--- src/logic/term_decoder_pkg.sv ---
package term_decoder_pkg;

    // Terminal count and function code space
    localparam int          NUM_INPUTS  = 7;
    localparam int          FUNC_W      = 5;
    localparam int          FUNC_COUNT  = 31;
    localparam logic [4:0]  FUNC_MAX    = 5'h1E;

    localparam logic [4:0]  FN_FWD      = 5'h01;
    localparam logic [4:0]  FN_REV      = 5'h02;
    localparam logic [4:0]  FN_RESET    = 5'h03;
    localparam logic [4:0]  FN_JOG_F    = 5'h04;
    localparam logic [4:0]  FN_JOG_R    = 5'h05;
    localparam logic [4:0]  FN_MS1      = 5'h06;
    localparam logic [4:0]  FN_MS4      = 5'h09;
    localparam logic [4:0]  FN_RAMP1    = 5'h0A;
    localparam logic [4:0]  FN_RAMP2    = 5'h0B;
    localparam logic [4:0]  FN_EXT_NO   = 5'h0C;
    localparam logic [4:0]  FN_EXT_NC   = 5'h0D;
    localparam logic [4:0]  FN_UP       = 5'h0E;
    localparam logic [4:0]  FN_DOWN     = 5'h0F;
    localparam logic [4:0]  FN_COAST    = 5'h10;
    localparam logic [4:0]  FN_3WIRE    = 5'h11;
    localparam logic [4:0]  FN_REF_SW   = 5'h12;
    localparam logic [4:0]  FN_TRAVERSE = 5'h14;
    localparam logic [4:0]  FN_DC_BRAKE = 5'h16;
    localparam logic [4:0]  FN_INHIBIT  = 5'h17;
    localparam logic [4:0]  FN_SRC_SW   = 5'h18;
    localparam logic [4:0]  FN_SRC_SW2  = 5'h19;
    localparam logic [4:0]  FN_CNT_TRIG = 5'h1A;
    localparam logic [4:0]  FN_CNT_CLR  = 5'h1B;
    localparam logic [4:0]  FN_PID_WAKE = 5'h1C;
    localparam logic [4:0]  FN_PID_POL  = 5'h1D;
    localparam logic [4:0]  FN_ESTOP    = 5'h1E;

    // Settings encodings
    localparam logic [1:0]  WIRE_3W_A   = 2'h2;
    localparam logic [1:0]  WIRE_3W_B   = 2'h3;
    localparam logic [1:0]  SLEEP_WAKE  = 2'h2;
    localparam logic [4:0]  OUT_FN_MAX  = 5'h14;
    localparam logic [7:0]  EXT_FAULT   = 8'h0B;

    // Up/down rate in 0.01 Hz/s, setpoint in 0.01 Hz
    localparam logic [13:0] RATE_MIN    = 14'h000A;
    localparam logic [13:0] RATE_MAX    = 14'h270F;
    localparam logic [15:0] FREQ_MAX    = 16'h9C40;

    // Timing
    localparam int          CLK_FREQ_HZ = 40_000_000;
    localparam int          DEB_TIME_US = 1000;
    localparam int          DEB_CYCLES  = DEB_TIME_US * (CLK_FREQ_HZ / 1_000_000);
    localparam int          ACC_W       = 27;
    localparam logic [26:0] ACC_WRAP    = 27'(CLK_FREQ_HZ);
    localparam int          CNT_W       = 16;

    typedef struct packed {
        logic        cmd_src;
        logic [1:0]  run_wiring_mode;
        logic        analog_ref_mode;
        logic        traverse_manual;
        logic [1:0]  pid_sleep_mode;
        logic        pid_polarity;
        logic [13:0] updown_rate;
        logic [4:0]  relay_func;
        logic [4:0]  oc_func;
    } settings_t;

    typedef struct packed {
        logic        running;
        logic        normal_stop;
        logic        decel_stop;
        logic        program_run;
        logic [1:0]  program_ramp_set;
        logic [15:0] out_freq;
        logic [15:0] dc_start_freq;
    } drive_status_t;

    typedef struct packed {
        logic        fwd_run;
        logic        rev_run;
        logic        jog_fwd;
        logic        jog_rev;
        logic        fault_reset;
        logic [3:0]  preset_index;
        logic [1:0]  ramp_set;
        logic        ext_fault_active;
        logic        ext_trip;
        logic        coast_stop;
        logic        param_fault;
        logic        second_analog;
        logic        traverse_en;
        logic        dc_hold;
        logic        dc_time_ignore;
        logic        ramp_hold;
        logic        cmd_from_term;
        logic        switch_stop;
        logic        pid_wake;
        logic        pid_negative;
        logic        estop;
        logic [4:0]  relay_func;
        logic [4:0]  oc_func;
    } cmd_t;

endpackage

--- src/logic/drive_input_terminal_decoder.sv ---
`timescale 1ns/1ps
// How it works
// - Terminal command mode: code 1 runs forward, code 2 runs reverse.
// - External reset clears the fault only on the rising edge of its input.
// - Terminal command mode: codes 4 and 5 request forward and reverse jog.
// - Four multi-speed inputs form a binary index to fifteen preset speeds.
// - Two inputs pick ramp set; unassigned means set 1 unless program run.
// - External fault, open or closed form, trips with its code except in stop.
// - Increase or decrease input ramps the setpoint at the rate; off holds it.
// - Both increase and decrease on leave the setpoint unchanged.
// - Coast-stop input cuts output at once and lets the motor coast.
// - Three-wire mode without a three-wire input raises the parameter fault.
// - In analog mode code 18 picks panel pot when off, second input when on.
// - With manual traverse start, code 20 enables traverse.
// - DC-brake input holds braking in slow decel-stop until it turns off.
// - DC braking duration is ignored while the DC-brake function is in use.
// - Ramp-inhibit input holds present frequency and suspends ramping.
// - External fault, coast or emergency stop end ramp inhibit at once.
// - Source is terminals when setting 0 and input on, or 1 and off.
// - Switching to terminals while running stops unless a terminal run is valid.
// - Counter counts trigger on-to-off edges and is zero while clear is on.
// - Sleep mode 2 and wake input on bring the PID out of sleep.
// - Polarity setting 0: input off is positive action, on is negative.
// - Emergency stop input coasts the motor; output functions are 0 to 20.
// - Up/down rate is held within 0.10 to 99.99 Hz per second.
// - Each input has its own code 0 to 30; code 0 may repeat. Other codes may repeat here too; their levels are ORed.
module drive_input_terminal_decoder
    import term_decoder_pkg::*;
#(
    parameter int DEBOUNCE_CYCLES = DEB_CYCLES
) (
    // Clock and reset
    input  wire logic                            clk_i,
    input  wire logic                            rst_i,
    // Terminals and their function codes
    input  wire logic [NUM_INPUTS-1:0]           terminals_i,
    input  wire logic [NUM_INPUTS-1:0][FUNC_W-1:0] func_codes_i,
    // Settings and drive state
    input  wire settings_t                       cfg_i,
    input  wire drive_status_t                   status_i,
    // Decoded actions
    output cmd_t                                 cmd_o,
    output logic [CNT_W-1:0]                     counter_o,
    output logic [15:0]                          setpoint_o,
    output logic [7:0]                           fault_code_o
);

    typedef struct packed {
        cmd_t                  cmd;
        logic [FUNC_COUNT-1:0] fn_prev;
        logic                  term_prev;
        logic [CNT_W-1:0]      counter;
        logic [ACC_W-1:0]      acc;
        logic [15:0]           setpoint;
        logic [7:0]            fault_code;
    } state_t;

    state_t                st_ff;
    state_t                nxt_st;
    logic [NUM_INPUTS-1:0] level;
    logic [FUNC_COUNT-1:0] fn_on;
    logic [FUNC_COUNT-1:0] fn_asg;
    logic                  nc_open;

    for (genvar g = 0; g < NUM_INPUTS; g++) begin : g_deb
        input_debounce #(
            .STABLE_CYCLES(DEBOUNCE_CYCLES)
        ) u_deb (
            .clk_i  (clk_i),
            .rst_i  (rst_i),
            .raw_i  (terminals_i[g]),
            .level_o(level[g])
        );
    end

    // Several inputs may share a function; their levels are ORed
    always_comb begin
        fn_on   = '0;
        fn_asg  = '0;
        nc_open = 1'b0;
        for (int i = 0; i < NUM_INPUTS; i++) begin
            if (func_codes_i[i] != 5'h00 && func_codes_i[i] <= FUNC_MAX) begin
                fn_asg[func_codes_i[i]] = 1'b1;
                fn_on[func_codes_i[i]]  = fn_on[func_codes_i[i]] | level[i];
                if (func_codes_i[i] == FN_EXT_NC && !level[i]) begin
                    nc_open = 1'b1;
                end
            end
        end
    end

    logic        cmd_term;
    logic        ext_now;
    logic        up_only;
    logic        dn_only;
    logic [13:0] rate;
    logic [26:0] acc_sum;
    logic        term_run;

    always_comb begin
        cmd_term = fn_on[FN_SRC_SW] | fn_on[FN_SRC_SW2];
        cmd_term = cmd_term ^ cfg_i.cmd_src;
        ext_now  = fn_on[FN_EXT_NO] | nc_open;
        up_only  = fn_on[FN_UP] & ~fn_on[FN_DOWN];
        dn_only  = fn_on[FN_DOWN] & ~fn_on[FN_UP];
        rate     = cfg_i.updown_rate;
        if (rate < RATE_MIN) begin
            rate = RATE_MIN;
        end else if (rate > RATE_MAX) begin
            rate = RATE_MAX;
        end
        acc_sum  = st_ff.acc + 27'(rate);
        term_run = fn_on[FN_FWD] | fn_on[FN_REV] | fn_on[FN_JOG_F] | fn_on[FN_JOG_R];
    end

    always_comb begin
        nxt_st           = st_ff;
        nxt_st.fn_prev   = fn_on;
        nxt_st.term_prev = cmd_term;

        nxt_st.cmd.cmd_from_term = cmd_term;
        nxt_st.cmd.fwd_run = cmd_term & fn_on[FN_FWD];
        nxt_st.cmd.rev_run = cmd_term & fn_on[FN_REV];
        nxt_st.cmd.jog_fwd = cmd_term & fn_on[FN_JOG_F];
        nxt_st.cmd.jog_rev = cmd_term & fn_on[FN_JOG_R];
        nxt_st.cmd.fault_reset = fn_on[FN_RESET] & ~st_ff.fn_prev[FN_RESET];

        nxt_st.cmd.preset_index = fn_on[FN_MS4:FN_MS1];

        if (fn_asg[FN_RAMP1] | fn_asg[FN_RAMP2]) begin
            nxt_st.cmd.ramp_set = {fn_on[FN_RAMP2], fn_on[FN_RAMP1]};
        end else if (status_i.program_run) begin
            nxt_st.cmd.ramp_set = status_i.program_ramp_set;
        end else begin
            nxt_st.cmd.ramp_set = 2'h0;
        end

        // A trip is one pulse at the onset; holding the input does not retrip
        nxt_st.cmd.ext_fault_active = ext_now;
        nxt_st.cmd.ext_trip = ext_now & ~st_ff.cmd.ext_fault_active
                              & ~status_i.normal_stop;
        if (nxt_st.cmd.ext_trip) begin
            nxt_st.fault_code = EXT_FAULT;
        end else if (nxt_st.cmd.fault_reset) begin
            nxt_st.fault_code = 8'h00;
        end

        nxt_st.cmd.coast_stop = fn_on[FN_COAST];
        nxt_st.cmd.estop      = fn_on[FN_ESTOP];

        nxt_st.cmd.param_fault = (cfg_i.run_wiring_mode == WIRE_3W_A
                                  || cfg_i.run_wiring_mode == WIRE_3W_B)
                                 && !fn_asg[FN_3WIRE];

        nxt_st.cmd.second_analog = cfg_i.analog_ref_mode & fn_on[FN_REF_SW];
        nxt_st.cmd.traverse_en   = cfg_i.traverse_manual & fn_on[FN_TRAVERSE];

        // Braking, once begun, ignores frequency and ends only on release
        nxt_st.cmd.dc_hold = fn_on[FN_DC_BRAKE]
                             & (st_ff.cmd.dc_hold
                                | (status_i.decel_stop
                                   & (status_i.out_freq < status_i.dc_start_freq)));
        nxt_st.cmd.dc_time_ignore = fn_asg[FN_DC_BRAKE];

        nxt_st.cmd.ramp_hold = fn_on[FN_INHIBIT]
                               & ~ext_now & ~fn_on[FN_COAST] & ~fn_on[FN_ESTOP];

        nxt_st.cmd.switch_stop = cmd_term & ~st_ff.term_prev
                                 & status_i.running & ~term_run;

        if (fn_on[FN_CNT_CLR]) begin
            nxt_st.counter = '0;
        end else if (st_ff.fn_prev[FN_CNT_TRIG] & ~fn_on[FN_CNT_TRIG]) begin
            nxt_st.counter = st_ff.counter + 16'h0001;
        end

        nxt_st.cmd.pid_wake = (cfg_i.pid_sleep_mode == SLEEP_WAKE)
                              & fn_on[FN_PID_WAKE];
        nxt_st.cmd.pid_negative = ~cfg_i.pid_polarity & fn_on[FN_PID_POL];

        nxt_st.cmd.relay_func = (cfg_i.relay_func > OUT_FN_MAX) ? 5'h00
                                                                 : cfg_i.relay_func;
        nxt_st.cmd.oc_func = (cfg_i.oc_func > OUT_FN_MAX) ? 5'h00
                                                           : cfg_i.oc_func;

        // Fractional accumulator gives 0.01 Hz steps at rate steps per second
        if (up_only | dn_only) begin
            if (acc_sum >= ACC_WRAP) begin
                nxt_st.acc = acc_sum - ACC_WRAP;
                if (up_only && st_ff.setpoint < FREQ_MAX) begin
                    nxt_st.setpoint = st_ff.setpoint + 16'h0001;
                end else if (dn_only && st_ff.setpoint != 16'h0000) begin
                    nxt_st.setpoint = st_ff.setpoint - 16'h0001;
                end
            end else begin
                nxt_st.acc = acc_sum;
            end
        end else begin
            nxt_st.acc = '0;
        end
    end

    always_ff @(posedge clk_i) begin
        if (rst_i) begin
            st_ff <= '0;
        end else begin
            st_ff <= nxt_st;
        end
    end

    assign cmd_o        = st_ff.cmd;
    assign counter_o    = st_ff.counter;
    assign setpoint_o   = st_ff.setpoint;
    assign fault_code_o = st_ff.fault_code;
endmodule

--- src/logic/input_debounce.sv ---
`timescale 1ns/1ps
module input_debounce
    import term_decoder_pkg::*;
#(
    parameter int STABLE_CYCLES = DEB_CYCLES
) (
    // Clock and reset
    input  wire logic clk_i,
    input  wire logic rst_i,
    // Terminal
    input  wire logic raw_i,
    output logic      level_o
);

    typedef struct packed {
        logic [15:0] cnt;
        logic        level;
    } deb_st_t;

    deb_st_t st_ff;
    deb_st_t nxt_st;

    // Level changes only after a full stable run, so one edge per transition
    always_comb begin
        nxt_st = st_ff;
        if (raw_i == st_ff.level) begin
            nxt_st.cnt = 16'h0000;
        end else if (st_ff.cnt >= 16'(STABLE_CYCLES - 1)) begin
            nxt_st.cnt   = 16'h0000;
            nxt_st.level = raw_i;
        end else begin
            nxt_st.cnt = st_ff.cnt + 16'h0001;
        end
    end

    always_ff @(posedge clk_i) begin
        if (rst_i) begin
            st_ff <= '0;
        end else begin
            st_ff <= nxt_st;
        end
    end

    assign level_o = st_ff.level;

endmodule

--- config.mk ---
export PLATFORM = sky130hd
export DESIGN_NAME = drive_input_terminal_decoder
export DESIGN_NICKNAME = d
export VERILOG_FILES = /design/src/logic/term_decoder_pkg.sv /design/src/logic/drive_input_terminal_decoder.sv /design/src/logic/input_debounce.sv
export SDC_FILE = /design/constraint.sdc
export NUM_CORES = 1
export LEC_CHECK = 0
export BUFFER_PORTS_ARGS = -buffer_cell sky130_fd_sc_hd__buf_2
export CAP_MARGIN = 20
export CORE_MARGIN = 2
export CORE_UTILIZATION = 65
export CTS_CLUSTER_DIAMETER = 100
export DETAILED_ROUTE_END_ITERATION = 6
export PLACE_DENSITY = 0.87
export SYNTH_ARGS = -nofsm -noshare
export SYNTH_HDL_FRONTEND = slang
export SYNTH_SLANG_ARGS = --single-unit
--- constraint.sdc ---
create_clock -name clk_i -period 25.1 [get_ports clk_i]
set_input_delay 1.255 -clock clk_i [delete_from_list [all_inputs] [get_ports clk_i]]
set_output_delay 1.255 -clock clk_i [all_outputs]
set_load 0.01 [all_outputs]
Yosys cells after proc, flatten, opt, wreduce, memory -nomap -nowiden
Memories as Yosys holds them, arrays and structs flattened.
Cells that the tools add are included.
Word-level totals
  register bits: 243
  bits in read-only memories: 32
  bits of input ports: 114
  output and inout bits: 75
  word-level logic and storage cells: 304
  memories: 1
Operators by class
  add/subtract/negate cells: 12
  order comparisons: 35
  eq/ne operators: 17
  multiplexer cells: 70
  bitwise operators: 65
  reduce and logical (&&, ||, !) cells: 62
Memory list
  (no name shown): depth 32, bits a word 1, read ports 1, clocked after memory_dff 0, wr ports 0, line drive_input_terminal_decoder.sv:84  | fn_on[func_codes_i[i]] = fn_on[func_codes_i[i]] | level[i];
Operators with widths (number)
  2-to-1 mux 31 bit: 7
  bitwise mux 31 bit: 6
  2-to-1 mux 23 bit: 7
  adder 16 x 1 -> 16 bit, second input constant: 9
  bitwise OR 23 bit: 6
  greater-or-equal comparator 16 bit, second input constant: 7
  < comparator 5 x 6 -> 1 bit, second input constant: 7
  demux 1 bit (select 5 bit): 7
  equality test 5 x 4 -> 1 bit, second input constant: 7
  greater-or-equal comparator 5 x 1 -> 1 bit, second input constant: 7
  <= comparator 5 bit, second input constant: 7
  nonzero test 5 bit: 7
  2-to-1 mux 16 bit: 2
  bitwise AND 31 bit: 1
  binary-select mux 1 bit (select 5 bit): 6
  2-to-1 mux 1 bit: 28
  2-to-1 mux 14 bit: 2
  adder 27 x 14 -> 27 bit: 1
  greater-or-equal comparator 27 x 26 -> 1 bit, second input constant: 1
  2-to-1 mux 27 bit: 1
  subtractor 27 x 26 -> 27 bit, second input constant: 1
  logical AND 1 bit: 24
  bitwise AND 1 bit: 22
  OR reduction 3 bit: 7
  20 further kinds: 81

Depth between registers and ports, before layout
  depth after elaboration: 41
  mapped depth: 50
  mapped depth without buffers: 44

Modules after synthesis
Synthesis repeated with hierarchy kept, for this count alone.
Second synthesis, totals
  cells, all modules: 2483
  area total of the unflattened synthesis: 18210.0 um^2
Modules (own cells, without submodules)
  drive_input_terminal_decoder: times used 1, cells each 1878, area each 12853.6 um^2, sequential area each 1941.9 um^2
  input_debounce at g_deb[0].u_deb ...: times used 6, cells each 86, area each 762.0 um^2, sequential area each 340.3 um^2
  input_debounce at g_deb[6].u_deb: times used 1, cells each 89, area each 784.5 um^2, sequential area each 340.3 um^2

Least setup slack after synthesis
OpenSTA, ideal clock, no wires.
  path kind: input port to flip-flop
  start point: input func_codes_i[1] in the netlist's numbering
  end point: register st_ff, in the netlist setpoint_o[15]
  library setup time: 0.071 ns
  data arrival time: 11.072 ns
  data required time: 25.029 ns
  slack: 13.957 ns
  cell stages on the path: 48
  buffers on the path: 4
  cell sequence: buf_2 xnor2_1 a32o_1 a32o_1 nor3_2 buf_4 o2111ai_1 a211oi_4 nand4_4 mux2i_4 mux2i_2 a211oi_4 nand2_1 buf_2 o21ai_0 o31ai_1 a2111o_1 or4b_4 (+12 left out) ha_1 a21o_1 a21oi_1 o21bai_1 a21oi_1 o21bai_1 a21oi_1 o21bai_1 a21oi_1 o21bai_1 a21oi_1 o21bai_1 a21oi_1 o21bai_1 a21oi_1 xnor2_1 or3_1 a21oi_1
On the way
  cells in the longest elaborated chain, start to end: 41
  elaborated cells on any way between the ends: 53
  those cells by class: order compare: 3; mux: 29; bitwise: 13; reduce/logical: 7; memory: 1
RTL lines
  from (decl): line drive_input_terminal_decoder.sv:37  | input wire logic [NUM_INPUTS-1:0][FUNC_W-1:0] func_codes_i,
  < comparator 5 x 6 -> 1 bit (implied by the code) or greater-or-equal comparator 5 x 1 -> 1 bit (tied branches): line drive_input_terminal_decoder.sv:84
  logical AND 1 bit (implied by the code): line drive_input_terminal_decoder.sv:84
  2-to-1 mux 1 bit (implied by the code): line drive_input_terminal_decoder.sv:84
  demux 1 bit (select 5 bit): line drive_input_terminal_decoder.sv:84
  bitwise AND 31 bit (no source line)
  2-to-1 mux 31 bit (*): line drive_input_terminal_decoder.sv:82  | if (func_codes_i[i] != 5'h00 && func_codes_i[i] <= FUNC_MAX) begin
  binary-select mux 1 bit (select 5 bit): line drive_input_terminal_decoder.sv:84
  2-to-1 mux 1 bit (implied by the code): line drive_input_terminal_decoder.sv:84
  (+25 left out)
  bitwise OR 1 bit: line drive_input_terminal_decoder.sv:84
  bitwise mux 31 bit: line drive_input_terminal_decoder.sv:84
  2-to-1 mux 31 bit (*): line drive_input_terminal_decoder.sv:82
  NOT 1 bit, on equally long branches: line drive_input_terminal_decoder.sv:104, drive_input_terminal_decoder.sv:105
  bitwise AND 1 bit, on equally long branches: line drive_input_terminal_decoder.sv:104, drive_input_terminal_decoder.sv:105
  logical AND 1 bit, on equally long branches: line drive_input_terminal_decoder.sv:190, drive_input_terminal_decoder.sv:192
  nonzero test 2 bit (no source line)
  AND reduction 3 bit (no source line)
  to (signal assigned): line drive_input_terminal_decoder.sv:207  | st_ff <= nxt_st;
  to (decl): line drive_input_terminal_decoder.sv:58  | state_t st_ff;
Mark *: on every way between the ends. The rest lies on a longest branch, timed or not. The select of a mux whose other input is x is not followed.
A chain may end at the register's enable or synchronous reset.

Worst setup path in the final report
Same ends and word-level chain as after synthesis.

==> run_summary.xml <==
<?xml version="1.0" encoding="UTF-8"?>
<metrics>
  <group name="drt">
    <metric name="final_antenna_net_count" unit="">0</metric>
    <metric name="router_iterations_before_antenna_repair" unit="">7</metric>
    <metric name="drt_drc_violations_left" unit="">0</metric>
    <metric name="num_vias" unit="">18700</metric>
    <metric name="totalWireLength" unit="um">53700</metric>
    <metric name="avgViaCountPerCell" unit="">6.69</metric>
    <metric name="initialDrtViolationCount" unit="">2455</metric>
    <metric name="route.detailed.wl_per_inst" unit="um">19.2</metric>
  </group>
  <group name="synthesis">
    <metric name="synth-edff-count" unit="">0</metric>
    <metric name="netlist-cell-type-count" unit="">108</metric>
    <metric name="syn_inst" unit="">2399</metric>
    <metric name="dominantRegCellSynth" unit="">sky130_fd_sc_hd__dfxtp_1</metric>
    <metric name="ys_async_sr_fraction" unit="%">0</metric>
    <metric name="synthesis.area_per_instance" unit="um^2">7.28</metric>
    <metric name="ys_warn_count" unit="">0</metric>
    <metric name="synth_seq_area_share" unit="%">24.8</metric>
    <metric name="synthesis.area" unit="mm^2">0.0175</metric>
    <metric name="ys_seq_elements" unit="">216</metric>
  </group>
  <group name="pwr">
    <metric name="clock_group_share_of_total_power" unit="%">42.1</metric>
    <metric name="share_seq_of_total_power" unit="%">41.9</metric>
    <metric name="max-vdd-ir-drop" unit="uV">44.3</metric>
    <metric name="power.switching" unit="mW">0.238</metric>
    <metric name="power_frac_comb" unit="%">16.0</metric>
    <metric name="p_leak" unit="nW">7.33</metric>
    <metric name="sw_frac_of_total" unit="%">28.4</metric>
    <metric name="power_report.internal_total" unit="mW">0.599</metric>
    <metric name="total_power" unit="mW">0.836</metric>
    <metric name="power_density" unit="mW/mm^2">44.8</metric>
  </group>
  <group name="layout">
    <metric name="area_of_the_multi_input_gates" unit="mm^2">0.0119</metric>
    <metric name="final-seq-area" unit="mm^2">0.00432</metric>
    <metric name="final_net_count" unit="">2606</metric>
    <metric name="final_layout_size_suffix_gt1_share" unit="%">11.9</metric>
    <metric name="flow.area_growth_from_synthesis" unit="%">7.00</metric>
    <metric name="fill_cells" unit="">2221</metric>
    <metric name="most_common_cell_after_layout_fill_and_taps_aside" unit="">sky130_fd_sc_hd__nor2_1</metric>
    <metric name="final_cell_mix" unit="">sky130_fd_sc_hd__nor2_1, sky130_fd_sc_hd__dfxtp_1, sky130_fd_sc_hd__nand2_1</metric>
  </group>
  <group name="critical_path">
    <metric name="slowest_stage_delay_on_critical_path" unit="ps">930</metric>
    <metric name="crit_path_frequent_cell" unit="">sky130_fd_sc_hd__a21oi_1</metric>
    <metric name="cp_slowest_cell" unit="">sky130_fd_sc_hd__o22ai_1</metric>
    <metric name="worst_ep_required_time" unit="ps">25560</metric>
    <metric name="critical_path_arrival" unit="ps">15550</metric>
    <metric name="startpoint_type" unit="">primary input</metric>
    <metric name="critical_path.endpoint_type" unit="">flop</metric>
    <metric name="setup.worst_path.class" unit="">in -&gt; reg</metric>
    <metric name="worstPathMaxFanout" unit="">26</metric>
  </group>
  <group name="sta">
    <metric name="worst_relative_slew_slack" unit="%">20.4</metric>
    <metric name="clock.fmax" unit="MHz">66.2</metric>
    <metric name="setup-violations-final" unit="">0</metric>
    <metric name="period_minus_slack" unit="ps">15090</metric>
    <metric name="final_hold_viol_count" unit="">0</metric>
    <metric name="layout_setup_ws" unit="ps">10010</metric>
    <metric name="setup-tns-final" unit="ps">0</metric>
    <metric name="clock-skew-final" unit="ps">11.8</metric>
    <metric name="hold-worst-slack" unit="ps">433</metric>
    <metric name="rsz0062_at_grt" unit="">false</metric>
    <metric name="finalCritPeriodShare" unit="%">60.1</metric>
    <metric name="final_slew_viol_count" unit="">0</metric>
    <metric name="tightest_slew" unit="ps">1190</metric>
  </group>
  <group name="placed_design">
    <metric name="place_ws" unit="ps">10060</metric>
    <metric name="gpl.final_weighted_congestion" unit="">1.08</metric>
    <metric name="buffer_ports.inserted" unit="">182</metric>
    <metric name="place.detailed.hpwl" unit="um">39500</metric>
  </group>
  <group name="cts">
    <metric name="cts-hold-fix-buffers" unit="">0</metric>
    <metric name="ctsHtreeMaxLevel" unit="">1</metric>
    <metric name="clock_path_buffers" unit="">3</metric>
    <metric name="cts_sinks" unit="">216</metric>
    <metric name="cts_tree" unit="">built</metric>
    <metric name="clk-insertion-delay-late" unit="ps">540</metric>
    <metric name="total_setup_buffers_inserted_after_cts" unit="">0</metric>
    <metric name="clock_tree.root_cell" unit="">sky130_fd_sc_hd__clkbuf_16</metric>
    <metric name="cts.repair.resized" unit="">0</metric>
    <metric name="numCtsBuffers" unit="">24</metric>
    <metric name="cts.clk_slew.worst_paths" unit="ps">60</metric>
  </group>
  <group name="floorplan">
    <metric name="top_level_ports" unit="">189</metric>
    <metric name="die-height" unit="um">168</metric>
    <metric name="die_w" unit="um">168</metric>
    <metric name="core-area" unit="mm^2">0.0262</metric>
    <metric name="start_util" unit="%">66.6</metric>
    <metric name="dieArea" unit="mm^2">0.0282</metric>
    <metric name="row_count" unit="">59</metric>
  </group>
  <group name="global_route">
    <metric name="grt_max_degree" unit="">63</metric>
    <metric name="grt_first_pass_wirelength" unit="um">86300</metric>
    <metric name="antenna_found_initial" unit="">7</metric>
    <metric name="grt_overflow_total" unit="">0</metric>
    <metric name="vias_in_the_first_global_route" unit="">17800</metric>
    <metric name="globalRouteTotalUtil" unit="%">36.7</metric>
  </group>
  <group name="job">
    <metric name="cap_violations" unit="">0</metric>
  </group>
  <group name="status">
    <metric name="status" unit="">completed</metric>
  </group>
  <group name="hold_path">
    <metric name="holdCritPathClass" unit="">reg -&gt; reg</metric>
  </group>
</metrics>
-- sequential cells by signal (all words and copies together) (netlist names) --
register / cells
st_ff: 32
fault_code_o: 1
g_deb.u_deb.level_o: 7
counter_o: 16
setpoint_o: 16
g_deb.u_deb.st_ff: 112
cmd_o: 32
-- power groups by stage --
stage,clock (mW),combinational (mW),sequential [mW]
after detailed placement,0,0.127,0.358
after global routing,0.369,0.144,0.350
after floorplan,0,0.0924,0.357
after global placement,0,0.124,0.357
final,0.353,0.134,0.350
after CTS,0.357,0.128,0.350
-- layout make-up --
cell class                      count  area share (%)
Antenna cell                        5          0.0670
Clock buffer                       35            3.60
Clock inverter                      8           0.623
Inverter                           74            1.49
Multi-Input combinational cell   1927            63.5
Sequential cell                   216            23.2
Tap cell                          335            2.24
Timing Repair Buffer              193            5.32
-- metal layers --
layer / GRT usage (%) / wire, um / vias to the layer above
met5: 0 / 13 / -
met1: 44.8 / 20600 / 8690
met4: 19.2 / 2960 / 2
met2: 61.5 / 24300 / 1143
li1: - / - / 8603
met3: 6.93 / 5850 / 247
-- stage by stage --
| stage | utilization [%] | instances | cell area [um^2] |
|---|---|---|---|
| 6_report | 71.3 | 2793 | 18700 |
| 2_1_floorplan | - | 2403 | 17500 |
| 3_3_place_gp | 68.2 | 2745 | 17900 |
| 4_1_cts | 71.2 | 2788 | 18700 |
| 5_1_grt | 71.3 | 2793 | 18700 |
| 3_5_place_dp | 68.2 | 2745 | 17900 |
-- worst max-delay path, delay by kind of cell --
| family | cells | cell delay [ps] |
|---|---|---|
| xor+xnor | 2 | 310 |
| buf+inv | 3 | 1060 |
| mux | 2 | 450 |
| fa+ha+maj | 2 | 540 |
| compound gates | 27 | 7900 |
| simple gates | 10 | 4010 |
-- path summary, 6_finish.rpt --
check	end	cells past startpoint	startpoint	slack, ps
setup / recovery	setpoint_o[15]	46	func_codes_i[1]	10010
hold reg to reg	cmd_o[22]	1	cmd_o[23]	430
hold / removal	cmd_o[22]	1	cmd_o[23]	430
setup reg to reg	setpoint_o[15]	45	g_deb[0].u_deb.level_o	10870
-- cells in the mapped netlist, types with 35 or more instances --
cell type	instances	area, um^2
sky130_fd_sc_hd__a21oi_1	132	661
sky130_fd_sc_hd__a31oi_1	41	257
sky130_fd_sc_hd__and2_1	35	219
sky130_fd_sc_hd__and3_1	46	288
sky130_fd_sc_hd__buf_4	78	586
sky130_fd_sc_hd__clkbuf_1	90	338
sky130_fd_sc_hd__dfxtp_1	216	4320
sky130_fd_sc_hd__ha_1	54	676
sky130_fd_sc_hd__inv_1	73	274
sky130_fd_sc_hd__nand2_1	197	739
sky130_fd_sc_hd__nand2b_1	35	219
sky130_fd_sc_hd__nand3_1	99	495
sky130_fd_sc_hd__nor2_1	419	1570
sky130_fd_sc_hd__nor2b_1	40	250
sky130_fd_sc_hd__nor3_1	62	310
sky130_fd_sc_hd__o21ai_0	78	390
sky130_fd_sc_hd__xnor2_1	99	867
sky130_fd_sc_hd__xor2_1	73	639
-- kinds of logic after synthesis --
family,after synthesis,synth area share (%)
AND/OR/NAND/NOR,1098,30.6
AO/OA/AOI/OAI,572,22.8
buffers and inverters,260,7.36
flip-flops,216,24.8
XOR/XNOR,172,8.63
adder cells (fa/ha/maj),56,4.10
multiplexers,24,1.71
other,1,0.0215
Power figures use the tool's default switching activity.
